### src/pwer_defs.vh
// Purpose: Constants for the power wake event router
// Assumes: 100 MHz ref_clk
// Notes:   Register offsets are plain port addresses; field positions are bit numbers
`ifndef PWER_DEFS_VH
`define PWER_DEFS_VH

// Register offsets
`define PWER_OFF_CTRL_ONE     4'h0
`define PWER_OFF_CTRL_TWO     4'h1
`define PWER_OFF_EVT_CFG      4'h2
`define PWER_OFF_STATUS       4'h3
`define PWER_OFF_PORT_CFG     4'h4

// power_ctrl_reg_one fields
`define PWER_C1_OFF_LEVEL     0
`define PWER_C1_RING_WAKE_EN  1
`define PWER_C1_RING_EN       2
`define PWER_C1_SWITCH_EN     3
`define PWER_C1_OFF_CLR       4

// power_ctrl_reg_two fields
`define PWER_C2_RING_PIN_SEL  0

// Event config: per input 4 bits, [1:0] sense, [3:2] route
`define PWER_SENSE_LOW        2'h0
`define PWER_SENSE_HIGH       2'h1
`define PWER_SENSE_RISE       2'h2
`define PWER_SENSE_FALL       2'h3
`define PWER_ROUTE_NONE       2'h0
`define PWER_ROUTE_OFF        2'h1
`define PWER_ROUTE_SCI        2'h2
`define PWER_ROUTE_ON         2'h3

// Port config fields for the shared off request pin
`define PWER_PC_PUSH_PULL     0
`define PWER_PC_PULLUP        1

// Reset values
`define PWER_RST_CTRL_ONE     8'h00
`define PWER_RST_CTRL_TWO     8'h00
`define PWER_RST_EVT_CFG      8'h00
`define PWER_RST_PORT_CFG     8'h00

// Timing
`define PWER_CLK_MHZ          100
`define PWER_DEBOUNCE_MS      16
`define PWER_DEBOUNCE_CYC     (`PWER_DEBOUNCE_MS * 1000 * `PWER_CLK_MHZ)

`endif

### src/pwer_sync.v
// Purpose: Two-flop synchroniser for one asynchronous input
// Assumes: Single ref_clk domain
// Notes:   First stage feeds only the second stage
`timescale 1ns/1ps
module pwer_sync #(
    parameter RST_VAL = 1'b1
) (
    // Clock and reset
    input  wire ref_clk,
    input  wire rst,
    // Data
    input  wire din,
    output reg  dout_q
);
    reg meta_q;

    always @(posedge ref_clk or posedge rst)
    begin
        if (rst)
        begin
            meta_q <= RST_VAL;
            dout_q <= RST_VAL;
        end
        else
        begin
            meta_q <= din;
            dout_q <= meta_q;
        end
    end
endmodule

### src/pwer_router.v
// Purpose: Wake and power-event routing of the advanced power control
// Assumes: Event pins asynchronous; plain register port, read data one cycle later
// Notes:   Open-drain and shared pins use separate out and enable signals
//
// Summary of operation
// - Each power event input can be routed to power off request, system control interrupt or power on control.
// - Each power event input has a software chosen sense: low, high, rising or falling.
// - A switch-off event asserts the power off request at once, with no fail-safe delay.
// - The power off request is a one-cycle pulse or a held level, chosen by a bit of power_ctrl_reg_one.
// - The off request pin buffer follows the push-pull and pull-up bits of its shared port bit.
// - With ring wake enabled, a falling edge on either modem ring input activates power on control.
// - An active-low pulse or pulse train on the ring input activates power on control.
// - The ring input comes from one of two pins, chosen by a field of power_ctrl_reg_two.
// - Power on control tells the main supply to switch on and is an open-drain output.
// - The on/off switch is debounced for at least 16 ms before a press counts.
//
// The strobed register port and the register addresses were chosen for this implementation.
`timescale 1ns/1ps
`include "pwer_defs.vh"
module pwer_router #(
    parameter NUM_EVT      = 2,
    parameter DEBOUNCE_CYC = `PWER_DEBOUNCE_CYC
) (
    // Clock and reset
    input  wire               ref_clk,
    input  wire               rst,
    // Register port
    input  wire [3:0]         reg_addr,
    input  wire [7:0]         reg_wdata,
    input  wire               reg_wr,
    input  wire               reg_rd,
    output reg  [7:0]         reg_rdata_q,
    // Event sources
    input  wire [NUM_EVT-1:0] power_event_inputs,
    input  wire [1:0]         modem_ring_inputs,
    input  wire               ring_pin_a,
    input  wire               ring_pin_b,
    input  wire               switch_n,
    // Outputs to the supply and system
    output reg                power_on_control_out_q,
    output reg                power_on_control_oe_q,
    output reg                off_req_out_q,
    output reg                off_req_oe_q,
    output reg                off_req_pullup_q,
    output reg                sci_q
);
    localparam CNT_W = 32;
    localparam [CNT_W-1:0] DB_MAX = DEBOUNCE_CYC;

    reg [7:0] ctrl_one_q;
    reg [7:0] ctrl_two_q;
    reg [7:0] evt_cfg_q;
    reg [7:0] port_cfg_q;

    // Synchronisers
    wire [NUM_EVT-1:0] evt_s;
    wire [1:0]         ri_s;
    wire               ring_a_s;
    wire               ring_b_s;
    wire               sw_s;

    genvar gi;
    generate
        for (gi = 0; gi < NUM_EVT; gi = gi + 1)
        begin : g_evt
            pwer_sync #(.RST_VAL(1'b0)) u_sync (
                .ref_clk (ref_clk),
                .rst     (rst),
                .din     (power_event_inputs[gi]),
                .dout_q  (evt_s[gi])
            );
        end
        for (gi = 0; gi < 2; gi = gi + 1)
        begin : g_ri
            pwer_sync #(.RST_VAL(1'b1)) u_sync (
                .ref_clk (ref_clk),
                .rst     (rst),
                .din     (modem_ring_inputs[gi]),
                .dout_q  (ri_s[gi])
            );
        end
    endgenerate

    pwer_sync #(.RST_VAL(1'b1)) u_ring_a (
        .ref_clk (ref_clk),
        .rst     (rst),
        .din     (ring_pin_a),
        .dout_q  (ring_a_s)
    );
    pwer_sync #(.RST_VAL(1'b1)) u_ring_b (
        .ref_clk (ref_clk),
        .rst     (rst),
        .din     (ring_pin_b),
        .dout_q  (ring_b_s)
    );
    pwer_sync #(.RST_VAL(1'b1)) u_sw (
        .ref_clk (ref_clk),
        .rst     (rst),
        .din     (switch_n),
        .dout_q  (sw_s)
    );

    // Previous samples for edge detection
    reg [NUM_EVT-1:0] evt_prev_q;
    reg [1:0]         ri_prev_q;
    reg               ring_prev_q;

    wire ring_s = ctrl_two_q[`PWER_C2_RING_PIN_SEL] ? ring_b_s : ring_a_s;

    // Event detection per sense
    reg [NUM_EVT-1:0] evt_hit;
    reg               evt_to_off;
    reg               evt_to_on;
    reg               evt_to_sci;
    reg [1:0]         sense;
    reg [1:0]         route;
    integer           i;
    always @*
    begin
        evt_hit    = {NUM_EVT{1'b0}};
        evt_to_off = 1'b0;
        evt_to_on  = 1'b0;
        evt_to_sci = 1'b0;
        sense      = 2'h0;
        route      = 2'h0;
        for (i = 0; i < NUM_EVT; i = i + 1)
        begin
            sense = evt_cfg_q[i*4 +: 2];
            route = evt_cfg_q[i*4+2 +: 2];
            case (sense)
                `PWER_SENSE_LOW:  evt_hit[i] = ~evt_s[i];
                `PWER_SENSE_HIGH: evt_hit[i] = evt_s[i];
                `PWER_SENSE_RISE: evt_hit[i] = evt_s[i] & ~evt_prev_q[i];
                default:          evt_hit[i] = ~evt_s[i] & evt_prev_q[i];
            endcase
            if (evt_hit[i])
            begin
                case (route)
                    `PWER_ROUTE_OFF: evt_to_off = 1'b1;
                    `PWER_ROUTE_SCI: evt_to_sci = 1'b1;
                    `PWER_ROUTE_ON:  evt_to_on  = 1'b1;
                    default:         evt_to_off = evt_to_off;
                endcase
            end
        end
    end

    wire ri_fall   = |(~ri_s & ri_prev_q);
    wire ring_fall = ~ring_s & ring_prev_q;
    wire ri_wake   = ctrl_one_q[`PWER_C1_RING_WAKE_EN] & ri_fall;
    // Each falling edge of a train re-triggers; the output is already held
    wire ring_wake = ctrl_one_q[`PWER_C1_RING_EN] & ring_fall;

    // Switch debounce: stable level for DB_MAX cycles before accepted
    reg [CNT_W-1:0] db_cnt_q;
    reg             sw_stable_q;
    reg             sw_last_q;
    wire            sw_press = sw_stable_q & ~sw_last_q;

    always @(posedge ref_clk or posedge rst)
    begin
        if (rst)
        begin
            db_cnt_q    <= {CNT_W{1'b0}};
            sw_stable_q <= 1'b0;
            sw_last_q   <= 1'b0;
        end
        else
        begin
            sw_last_q <= sw_stable_q;
            if ((~sw_s) == sw_stable_q)
                db_cnt_q <= {CNT_W{1'b0}};
            else if (db_cnt_q >= DB_MAX - 1'b1)
            begin
                db_cnt_q    <= {CNT_W{1'b0}};
                sw_stable_q <= ~sw_s;
            end
            else
                db_cnt_q <= db_cnt_q + 1'b1;
        end
    end

    // Power state toggled by switch presses
    reg  power_on_q;
    wire sw_off = sw_press & power_on_q & ctrl_one_q[`PWER_C1_SWITCH_EN];
    wire sw_on  = sw_press & ~power_on_q & ctrl_one_q[`PWER_C1_SWITCH_EN];
    wire on_evt  = sw_on | evt_to_on | ri_wake | ring_wake;
    wire off_evt = sw_off | evt_to_off;
    wire off_clr = reg_wr & (reg_addr == `PWER_OFF_CTRL_ONE) & reg_wdata[`PWER_C1_OFF_CLR];

    reg  off_level_q;
    reg  off_evt_q;
    // Power drops only on a new off request, so a held off event cannot fight an on event
    wire off_edge    = off_evt & ~off_evt_q;
    wire power_on_d  = on_evt | (power_on_q & ~off_edge);
    // Set wins over a software clear in the same cycle
    wire off_level_d = off_evt | (off_level_q & ~(off_clr | on_evt));
    wire off_req_d   = ctrl_one_q[`PWER_C1_OFF_LEVEL] ? off_level_d : off_edge;

    always @(posedge ref_clk or posedge rst)
    begin
        if (rst)
        begin
            evt_prev_q             <= {NUM_EVT{1'b0}};
            ri_prev_q              <= 2'h3;
            ring_prev_q            <= 1'b1;
            power_on_q             <= 1'b0;
            off_level_q            <= 1'b0;
            off_evt_q              <= 1'b0;
            power_on_control_out_q <= 1'b0;
            power_on_control_oe_q  <= 1'b0;
            off_req_out_q          <= 1'b0;
            off_req_oe_q           <= 1'b0;
            off_req_pullup_q       <= 1'b0;
            sci_q                  <= 1'b0;
        end
        else
        begin
            evt_prev_q  <= evt_s;
            ri_prev_q   <= ri_s;
            ring_prev_q <= ring_s;
            off_evt_q   <= off_evt;
            power_on_q  <= power_on_d;
            off_level_q <= off_level_d;
            // Open drain: pull low while power is wanted on
            power_on_control_out_q <= 1'b0;
            power_on_control_oe_q  <= power_on_d;
            off_req_out_q          <= off_req_d;
            // Pin driven only while the request stands, unless push-pull
            off_req_oe_q     <= port_cfg_q[`PWER_PC_PUSH_PULL] | off_req_d;
            off_req_pullup_q <= port_cfg_q[`PWER_PC_PULLUP];
            sci_q            <= evt_to_sci;
        end
    end

    // Register port
    wire [7:0] status = {3'h0, ring_s, ri_s[1], ri_s[0], off_level_q, power_on_q};

    always @(posedge ref_clk or posedge rst)
    begin
        if (rst)
        begin
            ctrl_one_q  <= `PWER_RST_CTRL_ONE;
            ctrl_two_q  <= `PWER_RST_CTRL_TWO;
            evt_cfg_q   <= `PWER_RST_EVT_CFG;
            port_cfg_q  <= `PWER_RST_PORT_CFG;
            reg_rdata_q <= 8'h00;
        end
        else
        begin
            if (reg_wr)
            begin
                case (reg_addr)
                    `PWER_OFF_CTRL_ONE: ctrl_one_q <= {4'h0, reg_wdata[3:0]};
                    `PWER_OFF_CTRL_TWO: ctrl_two_q <= {7'h00, reg_wdata[0]};
                    `PWER_OFF_EVT_CFG:  evt_cfg_q  <= reg_wdata;
                    `PWER_OFF_PORT_CFG: port_cfg_q <= {6'h00, reg_wdata[1:0]};
                    default:            ctrl_two_q <= ctrl_two_q;
                endcase
            end
            reg_rdata_q <= 8'h00;
            if (reg_rd)
            begin
                case (reg_addr)
                    `PWER_OFF_CTRL_ONE: reg_rdata_q <= ctrl_one_q;
                    `PWER_OFF_CTRL_TWO: reg_rdata_q <= ctrl_two_q;
                    `PWER_OFF_EVT_CFG:  reg_rdata_q <= evt_cfg_q;
                    `PWER_OFF_STATUS:   reg_rdata_q <= status;
                    `PWER_OFF_PORT_CFG: reg_rdata_q <= port_cfg_q;
                    default:            reg_rdata_q <= 8'h00;
                endcase
            end
        end
    end
endmodule

### config.mk
export PLATFORM = sky130hd
export DESIGN_NAME = pwer_router
export DESIGN_NICKNAME = d
export VERILOG_FILES = /design/src/pwer_sync.v /design/src/pwer_router.v
export VERILOG_INCLUDE_DIRS = /design/src /design/src/src
export SDC_FILE = /design/constraint.sdc
export NUM_CORES = 1
export LEC_CHECK = 0
export BUFFER_PORTS_ARGS = -buffer_cell sky130_fd_sc_hd__buf_2
export CAP_MARGIN = 15
export CORE_MARGIN = 2
export CORE_UTILIZATION = 25
export DETAILED_ROUTE_END_ITERATION = 10
export GPL_ROUTABILITY_DRIVEN = 0
export GPL_TIMING_DRIVEN = 0
export HOLD_SLACK_MARGIN = 0.03
export PLACE_DENSITY_LB_ADDON = 0.2
export SLEW_MARGIN = 20
export SYNTH_ARGS = -nofsm -noshare
export SYNTH_HDL_FRONTEND = slang
export SYNTH_SLANG_ARGS = --single-unit
### constraint.sdc
create_clock -name ref_clk -period 3.5 [get_ports ref_clk]
set_input_delay 0.175 -clock ref_clk [delete_from_list [all_inputs] [get_ports ref_clk]]
set_output_delay 0.175 -clock ref_clk [all_outputs]
set_load 0.05 [all_outputs]
==> run metrics <==
cell count after synthesis=284; DRC violations left=0; final setup violation count=0; Initial Utilization=25.4%; number of global-route vias before repair=2356; VDD IR max=254 uV; Rows=43; TritonCTS clock tree=built; top cells by area, synth=dfrtp_1 (50%), dfstp_2 (9.7%), mux2_2 (3.5%); Die ar.=15000 um^2; post-synth top area cell=dfrtp_1; die height=123 um; Die X=123 um; unrepaired setup endpoints after global routing=no; most common cell in the netlist=dfrtp_1; WP data arrival=2.16 ns; post-synth top area share=49.9%; clk sinks=83; post-route minimum period=1.93 ns; Final Cycle Share=55.2%; vias=2249; total track usage=10.2%; area delta synth->final=24.9%; setup tns final=0 ns; Mapped Area=3510 um^2; H-tree Lvls=3; LEAKAGE=1.88 nW; CP Launch Type=flop; Worst Hold Slack=0.0613 ns; CP Max Fanout=10; Max Cap Viol=0; Avg Vias per Cell=4.21; Distinct cells, synth=59; I/O pin cnt=37; Buf+Inv Stages, Crit Path=1; Seq/Total Area, Yosys=59.6%; CP top delay family=simple AND/OR/NAND/NOR gates; global route total overflow=0; Power Density=570 nW/um^2; Post-Place Cells=510; CTS resizes=0; drt wl/cell=12.3 um; Primary FF master, synth=dfrtp_1; Hold Vio Cnt, Final=0; initial DRC count=79; Critical-path top delay cell=dfrtp_1; WL final=6.58 mm; initial antenna violation count=0; share of cells above drive strength 1=28.5%; Pre-antenna DRT Iters=4; detailed placement HPWL=4.70 mm; clk buf depth=2; Non-Filler Instances=534; Crit. End Element=flop; status=completed; Syn Area/Cell=12.4 um^2; critical path's largest stage delay=0.40 ns; #FFs+latches synth=83; Worst-path clk slew=0.06 ns; commonest cells in the netlist=dfrtp_1 (70), nor2_1 (30), nand2_1 (14), xor2_1 (14); I/O Buffers=34; # hold bufs at CTS=8; CTS buffer count=9; Final nets=373; Syn. warnings=0; Async SR Flop Fraction=100%; global-route wire length before repair=11.5 mm; crit path cell chain=ha_1 -> nand3_1 -> nor2_2 -> a211oi_4 -> o21bai_4 -> buf_12 -> nor2_4; EDFF count, synth=0; Slew Limit Fails=0; post-CTS setup buffers=0; root buf cell=clkbuf_16; WP data required=3.73 ns; Hold Path Class=in2reg; ANT nets after route=0; Fmax=0.518 GHz; kind of critical path=reg2reg; Core Box Area=13800 um^2; largest net degree at the start of global routing=47; Inserted Diodes=0; final setup skew=0.00804 ns; overall power=2.50 mW; Worst-Skew Late Latency=0.34 ns
## kinds of logic after synthesis
logic type | count (synthesis) | share of synthesized area [%]
xor gates and xnor gates | 20 | 4.99
AOI/OAI and AO/OA | 30 | 7.02
muxes | 22 | 6.77
other | 1 | 0.107
and+or+nand+nor | 110 | 18.6
adders and majority gates | 1 | 0.356
DFF | 83 | 59.6
buffers and inverters | 17 | 2.64
## power by group
| group | internal, mW | leakage, nW | switching, mW |
|---|---|---|---|
| Combinational | 0.130 | 0.687 | 0.214 |
| Clock | 0.659 | 0.165 | 0.358 |
| Sequential | 1.06 | 1.03 | 0.0764 |
| Total | 1.85 | 1.88 | 0.649 |
## area by class of cell
| type | count | area, um^2 |
|---|---|---|
| Buffer | 6 | 51.3 |
| Clock buffer | 11 | 253 |
| Clock inverter | 5 | 75.1 |
| Fill cell | 1384 | 9440 |
| Inverter | 11 | 43.8 |
| Multi-Input combinational cell | 195 | 1370 |
| Sequential cell | 83 | 2090 |
| Tap cell | 180 | 225 |
| Timing Repair Buffer | 43 | 278 |
## final timing paths
kind / cells after the start / slack, ns / from / endpoint
worst max-delay path: 7 / 1.57 / db_cnt_q[0] / db_cnt_q[14]
worst min-delay path: 2 / 0.06 / reg_wdata[5] / evt_cfg_q[5]
worst max register to register: 7 / 1.57 / db_cnt_q[0] / db_cnt_q[14]
worst min register to register: 0 / 0.35 / g_evt[1].u_sync.meta_q / g_evt[1].u_sync.dout_q
max in group asynchronous: 4 / 2.44 / rst / ring_prev_q
min in group asynchronous: 3 / 0.42 / rst / db_cnt_q[30]
## per-layer routing
layer	share of wire [%]	global-route usage [%]	up-vias
li1	-	-	1108
met1	44	12.0	1088
met2	49	16.5	45
met3	5.5	3.76	8
met4	2.1	4.96	0
met5	0	0	-
## registers in the layout, indices dropped and copies added (netlist names), 2 cells and up
signal	flops
reg_rdata_q	8
ctrl_one_q	4
db_cnt_q	32
g_evt.u_sync.dout_q	2
port_cfg_q	2
evt_cfg_q	8
g_evt.u_sync.meta_q	2
g_ri.u_sync.dout_q	2
evt_prev_q	2
g_ri.u_sync.meta_q	2
ri_prev_q	2
## placed cells by master, fill, tap and decap left out, drive strengths merged, types with 3 or more instances in the layout
cell type and count:
clkinv 3, and2 3, and3 3, nand2 15, nor2b 4, mux2 14
nand3b 4, xnor2 6, nand3 13, clkbuf 13, dlygate4sd3 8, buf 39
nor4 5, inv 11, a21boi 3, mux2i 8, o21ai 6, o211ai 4
nor3 6, conb 12, dfstp 13, nor2 41, dfrtp 70, nand4 7
xor2 14
## through the flow
stage	setup slack (ns)	area [um^2]	utilization, %
final	1.57	4390	31.7
after global routing	1.41	4390	31.7
after CTS	1.52	4390	31.7
after detailed placement	1.54	3980	28.8
after global placement	0.147	3950	28.6
after floorplan	1.21	3550	-
Note: power is estimated with default switching activity, not from simulation.
